[config.mk]
export PLATFORM = sky130hd
export DESIGN_NAME = lvrc_top
export DESIGN_NICKNAME = d
export VERILOG_FILES = /design/src/design/lvrc_pkg.sv /design/src/design/lvrc_top.sv
export SDC_FILE = /design/constraint.sdc
export NUM_CORES = 1
export LEC_CHECK = 0
export ABC_AREA = 1
export BUFFER_PORTS_ARGS = -buffer_cell sky130_fd_sc_hd__buf_2
export CORE_MARGIN = 2
export CORE_UTILIZATION = 44
export DETAILED_ROUTE_END_ITERATION = 16
export PLACE_DENSITY_LB_ADDON = 0.3
export SETUP_SLACK_MARGIN = 0.05
export SLEW_MARGIN = 40
export SYNTH_ARGS = -nofsm -noshare
export SYNTH_HDL_FRONTEND = slang
export SYNTH_SLANG_ARGS = --single-unit
export TNS_END_PERCENT = 50
[constraint.sdc]
create_clock -name clk_sys_i -period 1.35 [get_ports clk_sys_i]
set_clock_uncertainty 0.1 [all_clocks]
set_input_delay 0.27 -clock clk_sys_i [delete_from_list [all_inputs] [get_ports clk_sys_i]]
set_output_delay 0.27 -clock clk_sys_i [all_outputs]
set_load 0.03 [all_outputs]
[src/design/lvrc_pkg.sv]
// Package: register map, fields, reset values and types for the low-voltage reset control
package lvrc_pkg;

	// ----------------------------------------
	// Register offsets (byte addresses)
	// ----------------------------------------
	localparam logic [5:0] OFF_PWR_CTRL = 6'h00;
	localparam logic [5:0] OFF_CAUSE = 6'h04;
	localparam logic [5:0] OFF_IRQ_STAT = 6'h08;
	localparam logic [5:0] OFF_IRQ_MASK = 6'h0c;
	localparam logic [5:0] OFF_VEC = 6'h10;
	localparam logic [5:0] OFF_STATE = 6'h14;
	localparam logic [5:0] OFF_DIRECT = 6'h18;
	localparam logic [5:0] OFF_SPARE0 = 6'h1c;
	localparam logic [5:0] OFF_SPARE1 = 6'h20;

	// ----------------------------------------
	// Control register fields
	// ----------------------------------------
	localparam int CTL_DETECT_EN = 0;
	localparam int CTL_STOP_EN = 1;
	localparam int CTL_RESET_EN = 2;
	localparam int CTL_THRESH_SEL = 3;
	localparam int CTL_WARN_IE = 4;
	localparam int CTL_WARN_FLAG = 5;
	localparam logic [7:0] CTL_RESET = 8'h1d;
	localparam logic [7:0] CTL_WMASK = 8'h1f;

	// ----------------------------------------
	// Cause register fields
	// ----------------------------------------
	localparam int CAU_POR = 7;
	localparam int CAU_PIN = 6;
	localparam int CAU_WDOG = 5;
	localparam int CAU_ILOP = 4;
	localparam int CAU_ILAD = 3;
	localparam int CAU_LVD = 1;
	localparam logic [7:0] CAUSE_POR_VAL = 8'h82;

	// ----------------------------------------
	// Interrupt status bits and vectors
	// ----------------------------------------
	localparam int IRQ_WARN = 0;
	localparam int IRQ_RESET = 1;
	localparam int IRQ_STOP_REFUSED = 2;
	localparam int NIRQ = 3;
	localparam logic [4:0] VEC_RESET = 5'h00;
	localparam logic [4:0] VEC_WARN = 5'h03;
	localparam logic [4:0] VEC_NONE = 5'h1f;
	localparam logic [31:0] BUS_ERR_DATA = 32'h0000_0000;
	localparam logic [3:0] CMP_SYNC_RESET = 4'he;

	// ----------------------------------------
	// Types
	// ----------------------------------------
	typedef enum logic [1:0] {
		ST_RUN = 2'b00,
		ST_HOLD = 2'b01,
		ST_RELEASE = 2'b11
	} lvrc_state_t;

	typedef struct packed {
		logic por_low;
		logic lvd_low;
		logic lvd_high;
		logic warn;
	} lvrc_cmp_t;

	typedef struct packed {
		logic pin;
		logic wdog;
		logic ilop;
		logic ilad;
	} lvrc_src_t;

	typedef struct packed {
		logic stop_req;
		logic deep_stop_req;
	} lvrc_stop_t;

endpackage

[src/design/lvrc_top.sv]
// Low-voltage reset control: detection gating, reset hold, cause and warning IRQ
// Contract
// - Detection is active only while the detect-enable bit is 1.
// - Entering any stop mode turns detection off unless detect-in-stop is set.
// - With detect-in-stop and detect enable both set, deep stop is refused.
// - A power-on comparator low asserts reset until supply passes the low level.
// - After power-on reset both the power-on and low-voltage cause flags set.
// - With low-voltage reset enabled, a low-voltage detect makes a system reset.
// - The threshold select bit chooses which detection level is compared.
// - After a low-voltage reset, reset holds until supply is above the threshold.
// - The low-voltage cause flag sets after a low-voltage or power-on reset.
// - A warning with warning IRQ enabled sets the warning flag and requests IRQ.
// - Control sits in one direct-page and eight high-page 8-bit registers.
// - A set flag with its local enable at 1 forwards a request to the CPU.
// - Among pending requests the lower vector number wins.
//
// Implementation choices: the Avalon-MM register port and the register offsets.
`timescale 1ns/1ps
module lvrc_top (
	// Clock and reset
	input wire logic clk_sys_i,
	input wire logic resetn_i,
	// Avalon-MM slave
	input wire logic [5:0] avs_address_i,
	input wire logic avs_read_i,
	input wire logic avs_write_i,
	input wire logic [31:0] avs_writedata_i,
	input wire logic [3:0] avs_byteenable_i,
	output logic [31:0] avs_readdata_o,
	output logic avs_waitrequest_o,
	// Comparators (asynchronous pins)
	input wire lvrc_pkg::lvrc_cmp_t cmp_i,
	// Other reset sources and stop requests from the core
	input wire lvrc_pkg::lvrc_src_t src_i,
	input wire lvrc_pkg::lvrc_stop_t stop_i,
	// To the core
	output logic cpu_reset_o,
	output logic [4:0] cpu_vector_o,
	output logic cpu_irq_o,
	output logic stop_granted_o,
	output logic deep_stop_granted_o,
	output logic detect_active_o
);

	// ----------------------------------------
	// Pin synchronisers
	// ----------------------------------------
	// Comparators are analog and async; two flops before any use
	logic [3:0] cmp_raw;
	logic [3:0] cmp_s1_reg;
	logic [3:0] cmp_s2_reg;
	lvrc_pkg::lvrc_cmp_t cmp;
	assign cmp_raw = cmp_i;
	// Flops reset to supply low so no release before the pins are seen
	for (genvar i = 0; i < 4; i++) begin : g_sync
		always_ff @(posedge clk_sys_i or negedge resetn_i) begin
			if (!resetn_i) begin
				cmp_s1_reg[i] <= lvrc_pkg::CMP_SYNC_RESET[i];
				cmp_s2_reg[i] <= lvrc_pkg::CMP_SYNC_RESET[i];
			end else begin
				cmp_s1_reg[i] <= cmp_raw[i];
				cmp_s2_reg[i] <= cmp_s1_reg[i];
			end
		end
	end
	assign cmp = lvrc_pkg::lvrc_cmp_t'(cmp_s2_reg);

	// ----------------------------------------
	// State
	// ----------------------------------------
	logic [7:0] ctl_reg, ctl_next;
	logic [7:0] cause_reg, cause_next;
	logic [7:0] direct_reg, direct_next;
	logic [lvrc_pkg::NIRQ-1:0] stat_reg, stat_next;
	logic [lvrc_pkg::NIRQ-1:0] mask_reg, mask_next;
	logic in_stop_reg, in_stop_next;
	logic por_seen_reg, por_seen_next;
	logic [31:0] rdata_reg, rdata_next;
	logic ack_reg, ack_next;
	lvrc_pkg::lvrc_state_t st_reg, st_next;

	logic detect_on;
	logic lvd_trip;
	logic above_thr;
	logic deep_block;
	logic warn_evt;
	logic reset_evt;
	logic refuse_evt;
	logic wr_hit;
	logic any_src;

	// ----------------------------------------
	// Detection and stop gating
	// ----------------------------------------
	// Detection off in stop unless detect-in-stop is set
	assign detect_on = ctl_reg[lvrc_pkg::CTL_DETECT_EN]
		&& (!in_stop_reg || ctl_reg[lvrc_pkg::CTL_STOP_EN]);
	// Threshold select picks the high or the low detection level
	assign lvd_trip = ctl_reg[lvrc_pkg::CTL_THRESH_SEL] ? cmp.lvd_high
		: cmp.lvd_low;
	assign above_thr = !lvd_trip;
	assign deep_block = ctl_reg[lvrc_pkg::CTL_STOP_EN]
		&& ctl_reg[lvrc_pkg::CTL_DETECT_EN];
	assign any_src = src_i.pin | src_i.wdog | src_i.ilop | src_i.ilad;
	assign refuse_evt = stop_i.deep_stop_req && deep_block && !in_stop_reg;
	assign warn_evt = detect_on && cmp.warn
		&& ctl_reg[lvrc_pkg::CTL_WARN_IE];

	// ----------------------------------------
	// Reset sequencer
	// ----------------------------------------
	always_comb begin
		st_next = st_reg;
		reset_evt = 1'b0;
		cause_next = cause_reg;
		por_seen_next = por_seen_reg;
		case (st_reg)
			lvrc_pkg::ST_RUN: begin
				if (cmp.por_low) begin
					st_next = lvrc_pkg::ST_HOLD;
					por_seen_next = 1'b1;
					cause_next = lvrc_pkg::CAUSE_POR_VAL;
					reset_evt = 1'b1;
				end else if (detect_on && lvd_trip
					&& ctl_reg[lvrc_pkg::CTL_RESET_EN]) begin
					st_next = lvrc_pkg::ST_HOLD;
					por_seen_next = 1'b0;
					// Power-on flag unaffected by a low-voltage reset
					cause_next = {cause_reg[lvrc_pkg::CAU_POR], 5'h00,
						1'b1, 1'b0};
					reset_evt = 1'b1;
				end else if (any_src) begin
					st_next = lvrc_pkg::ST_HOLD;
					por_seen_next = 1'b0;
					cause_next = {1'b0, src_i.pin, src_i.wdog, src_i.ilop,
						src_i.ilad, 3'h0};
					reset_evt = 1'b1;
				end
			end
			lvrc_pkg::ST_HOLD: begin
				// Power-on waits for the low level, LVD for the selected one
				if (por_seen_reg ? !cmp.lvd_low && !cmp.por_low
					: above_thr && !any_src) begin
					st_next = lvrc_pkg::ST_RELEASE;
				end
			end
			lvrc_pkg::ST_RELEASE: begin
				st_next = lvrc_pkg::ST_RUN;
			end
			default: begin
				st_next = lvrc_pkg::ST_HOLD;
			end
		endcase
	end

	// ----------------------------------------
	// Registers and bus
	// ----------------------------------------
	// Writes land on the edge that ends the wait, as the master expects
	assign wr_hit = avs_write_i && ack_reg && avs_byteenable_i[0];

	always_comb begin
		ctl_next = ctl_reg;
		direct_next = direct_reg;
		stat_next = stat_reg;
		mask_next = mask_reg;
		in_stop_next = in_stop_reg;
		rdata_next = 32'h0000_0000;
		ack_next = 1'b0;
		if (st_reg != lvrc_pkg::ST_RUN) begin
			// Control returns to defaults while reset is held
			ctl_next = lvrc_pkg::CTL_RESET;
			in_stop_next = 1'b0;
		end else if (stop_i.stop_req) begin
			in_stop_next = 1'b1;
		end else if (stop_i.deep_stop_req && !deep_block) begin
			in_stop_next = 1'b1;
		end else if (!stop_i.stop_req && !stop_i.deep_stop_req) begin
			in_stop_next = 1'b0;
		end
		if ((avs_read_i || avs_write_i) && !ack_reg) begin
			ack_next = 1'b1;
		end
		if (wr_hit) begin
			case (avs_address_i)
				lvrc_pkg::OFF_PWR_CTRL: begin
					ctl_next = (ctl_reg & ~lvrc_pkg::CTL_WMASK)
						| (avs_writedata_i[7:0] & lvrc_pkg::CTL_WMASK);
					// Writing one acknowledges the warning flag
					if (avs_writedata_i[lvrc_pkg::CTL_WARN_FLAG]) begin
						ctl_next[lvrc_pkg::CTL_WARN_FLAG] = 1'b0;
					end
				end
				lvrc_pkg::OFF_IRQ_STAT: begin
					stat_next = stat_reg
						& ~avs_writedata_i[lvrc_pkg::NIRQ-1:0];
				end
				lvrc_pkg::OFF_IRQ_MASK: begin
					mask_next = avs_writedata_i[lvrc_pkg::NIRQ-1:0];
				end
				lvrc_pkg::OFF_DIRECT: begin
					direct_next = avs_writedata_i[7:0];
				end
				default: begin
				end
			endcase
		end
		// Sets override a same-cycle clear
		if (warn_evt) begin
			ctl_next[lvrc_pkg::CTL_WARN_FLAG] = 1'b1;
			stat_next[lvrc_pkg::IRQ_WARN] = 1'b1;
		end
		if (reset_evt) begin
			stat_next[lvrc_pkg::IRQ_RESET] = 1'b1;
		end
		if (refuse_evt) begin
			stat_next[lvrc_pkg::IRQ_STOP_REFUSED] = 1'b1;
		end
		if (avs_read_i && !ack_reg) begin
			case (avs_address_i)
				lvrc_pkg::OFF_PWR_CTRL: rdata_next = {24'h0, ctl_reg};
				lvrc_pkg::OFF_CAUSE: rdata_next = {24'h0, cause_reg};
				lvrc_pkg::OFF_IRQ_STAT: rdata_next = {29'h0, stat_reg};
				lvrc_pkg::OFF_IRQ_MASK: rdata_next = {29'h0, mask_reg};
				lvrc_pkg::OFF_VEC: rdata_next = {27'h0, cpu_vector_o};
				lvrc_pkg::OFF_STATE: rdata_next = {28'h0, in_stop_reg,
					detect_on, st_reg};
				lvrc_pkg::OFF_DIRECT: rdata_next = {24'h0, direct_reg};
				// Unmapped and spare offsets read as zero, no error
				default: rdata_next = lvrc_pkg::BUS_ERR_DATA;
			endcase
		end
	end

	// ----------------------------------------
	// Sequencer registers
	// ----------------------------------------
	// Cause is loaded at power-on so software sees it right after release
	always_ff @(posedge clk_sys_i or negedge resetn_i) begin
		if (!resetn_i) begin
			cause_reg <= lvrc_pkg::CAUSE_POR_VAL;
			por_seen_reg <= 1'b1;
			st_reg <= lvrc_pkg::ST_HOLD;
		end else begin
			cause_reg <= cause_next;
			por_seen_reg <= por_seen_next;
			st_reg <= st_next;
		end
	end

	// ----------------------------------------
	// Control and status registers
	// ----------------------------------------
	always_ff @(posedge clk_sys_i or negedge resetn_i) begin
		if (!resetn_i) begin
			ctl_reg <= lvrc_pkg::CTL_RESET;
			direct_reg <= 8'h00;
			stat_reg <= 3'h0;
			mask_reg <= 3'h0;
			in_stop_reg <= 1'b0;
		end else begin
			ctl_reg <= ctl_next;
			direct_reg <= direct_next;
			stat_reg <= stat_next;
			mask_reg <= mask_next;
			in_stop_reg <= in_stop_next;
		end
	end

	// ----------------------------------------
	// Bus answer registers
	// ----------------------------------------
	// Read data stand only in the answer cycle
	always_ff @(posedge clk_sys_i or negedge resetn_i) begin
		if (!resetn_i) begin
			rdata_reg <= 32'h0000_0000;
			ack_reg <= 1'b0;
		end else begin
			rdata_reg <= rdata_next;
			ack_reg <= ack_next;
		end
	end

	// ----------------------------------------
	// Outputs
	// ----------------------------------------
	// One wait cycle then the answer; nine byte registers on aligned words
	assign avs_waitrequest_o = (avs_read_i || avs_write_i) && !ack_reg;
	assign avs_readdata_o = rdata_reg;
	assign cpu_reset_o = (st_reg != lvrc_pkg::ST_RUN);
	// Reset outranks the warning; lowest vector number wins
	assign cpu_vector_o = cpu_reset_o ? lvrc_pkg::VEC_RESET
		: (ctl_reg[lvrc_pkg::CTL_WARN_FLAG]
		&& ctl_reg[lvrc_pkg::CTL_WARN_IE]) ? lvrc_pkg::VEC_WARN
		: lvrc_pkg::VEC_NONE;
	assign cpu_irq_o = |(stat_reg & mask_reg)
		|| (ctl_reg[lvrc_pkg::CTL_WARN_FLAG]
		&& ctl_reg[lvrc_pkg::CTL_WARN_IE]);
	assign stop_granted_o = in_stop_reg;
	assign deep_stop_granted_o = in_stop_reg && !deep_block;
	assign detect_active_o = detect_on;

endmodule

==> reports/results.txt <==
Outcome: complete, but fails checks
Failing checks: negative setup slack
Final Hold Viols: 0
Sequential share of power: 47.9%
Buf/Inv on CP: 3
Layout cells sized above 1: 44.3%
Crit path time final: 1580 ps
Final ANT Viol Nets: 0
Worst Path Class, Setup: flip-flop to output pin
CP max stage delay: 570 ps
Gr ovfl total: 0
Achievable frequency: 0.632 GHz
Critical path required time: 980 ps
Layout area overhead: 36.5%
Fin nets: 441
Final setup margin: -233 ps
Pleak: 0.00178 uW
Total stage count of the critical path: 4
Setup tns final: -2870 ps
GRT Util Overall: 19.2%
Clock Path Buffers: 2
Switching share of power: 31.8%
Post-synthesis cell area: 2540 sq um
RR Startpoint: st_reg[0]
Pwr Density: 1080 nW/um^2
Die area: 6390 sq um
Cell Int Power: 2560 uW
Synthesized flop and latch total: 49
Clock transition at the registers of the reported paths: 80 ps
Critical path origin: st_reg[0]
Vias per cell: 4.74
Clk network pwr share: 24.9%
Startpoint Class: flip-flop
Row count: 27
Initial antenna violation count: 0
DRC errors left: 0
Initial core utilization: 45.8%
DRT iter0 DRCs: 185
Final Max Slew Viols: 0
Fillers: 487
Kind of end point of the critical path: output pin
Critical Path Fanout Max: 5
Post-detail-place hpwl: 4290 um
Worst hold path class: input pin to flip-flop
WL final: 5900 um
Worst hold path depth: 3
Combinational power share: 27.1%
Critical path arrival: 1210 ps
CTS Buf Count: 5
CP top delay family: flip-flops
Hold Crit Start: avs_writedata_i[6]
Reg2reg path depth: 7
IO Pins: 99
Dpl cells: 435
H-tree depth: 2
Vias in the first global route: 2013
Die width: 79.9 um
Non-Filler Instances: 458
Pre-antenna DRT Iters: 4
Core Footprint: 5540 sq um
CP Cell Sequence: nor2_4 > buf_12 > clkinv_8 > buf_8
Clock Latency Late Sink: 300 ps
Worst VDD drop: 0.548 mV
Sw power: 1190 uW
Post-Syn Instances: 297
Seq/Total Area, Yosys: 49.0%
First-pass GRT wire length: 9370 um
Clock sink count: 49
Number of antenna diodes: 0
WL per Instance: 12.9 um
Maxcap violations: 0
Distinct cells, synth: 27
CTS tree: yes
Port bufs: 47
DR vias: 2171
Synth Warn #: 0
Die Y-Extent: 79.9 um
Period utilization: 117%
CTS Root Cell: clkbuf_8
Slowest CP cell: dfstp_2
RSZ-0062 raised after global routing: yes
Largest net degree at the start of global routing: 50
RD Place Congestion: 0.845
Final setup viols: 24
Synth Area per Inst: 8.54 sq um
[routing by layer]
layer | global-route usage, % | up-vias | part of all wire [%]
met3 | 4.19 | 11 | 5.2
li1 | - | 1072 | -
met2 | 30.8 | 63 | 51
met1 | 25.7 | 1025 | 41
met5 | 0 | - | 0
met4 | 6.95 | 0 | 2.1
[cell type report]
cell class / count / area, sq um / area share [%]
clock buffer: 7 / 96.3 / 2.78
clock inverter: 1 / 5.00 / 0.145
inverter: 34 / 145 / 4.19
multi-input combinational: 208 / 1210 / 34.9
sequential: 49 / 1240 / 35.9
tap: 72 / 90.1 / 2.60
timing repair buffer: 87 / 672 / 19.4
[timing repair]
action	in CTS	in global routing
hold buffers	5	0
pin swaps	12	22
setup endpoints to repair	30	43
setup buffers	4	6
hold endpoints to repair	39	0
gates resized for setup	46	42
[cells in the final DEF (no fill, tap or decap), types with 5 or more instances in the layout]
cell type      netlist  routed
nand4_1              6       6
a21oi_1              6       5
nand2_2              3      16
nand3_1             15      13
conb_1               1      24
nand2_4              2       7
dfrtp_1             35      34
o21ai_1              6       9
o21ai_2              5       8
nand2_1             77      58
nor2_2               1       9
buf_6                0      17
buf_2                0      36
nor2_1              33      22
nor2_4               6       9
inv_1               32      28
buf_4               28      26
dfstp_2             14      14
clkbuf_8             0       7
dlygate4sd3_1        0       5
[path summary, 6_finish.rpt]
path	endpoint	slack, ps
min in group asynchronous	mask_reg[1]	380
min	direct_reg[6]	70
max	cpu_reset_o	-230
max reg2reg	avs_readdata_o[0]	-110
max in group asynchronous	cause_reg[1]	480
min reg2reg	cmp[0]	250
[power by group through the flow]
stage	registers [uW]	logic (uW)	clock network (uW)
finish	1800	1020	936
detailed placement	1800	780	0
floorplan	1790	524	0
global route	1820	1110	1030
CTS	1780	905	963
global placement	1800	763	0
[Yosys cell counts (all sizes together)]
cell | instances | area share (%)
nand2 | 82 | 13
nor2 | 41 | 8.6
dfrtp | 35 | 35
inv | 34 | 5.1
buf | 29 | 9.1
o21ai | 22 | 5.1
nand3 | 17 | 4.3
dfstp | 14 | 14
nand4 | 7 | 2.0
a21oi | 6 | 1.2
o211ai | 3 | 0.89
o31ai | 3 | 0.89
nor3 | 2 | 0.39
conb | 1 | 0.15
o21a | 1 | 0.30
[kinds of logic after synthesis]
kind of cell | after synthesis | share of synthesized area [%]
flops | 49 | 49.0
compound gates | 35 | 8.33
other cells | 1 | 0.148
simple gates | 149 | 28.3
buf+inv | 63 | 14.2
[worst register-to-register path, cell delays in order (launching register included)]
cell	delay, ps
dfstp_2	570
nor2_4	60
buf_4	130
buf_6	110
nand4_1	100
nand3_1	100
nor2_2	140
nor2_1	50
[metrics by stage]
stage	cell area, sq um	total power (uW)	setup slack [ps]	util (%)	hold slack (ps)
after global routing	3460	3960	-276	62.5	54.9
after CTS	3280	3650	-237	59.1	59.3
after detailed placement	2960	2580	-102	53.3	174
after global placement	2960	2560	-81.3	53.3	171
after floorplan	2650	2310	9.50	-	-126
final	3460	3760	-233	62.5	69.6
Note: power is estimated with default switching activity, not from simulation.
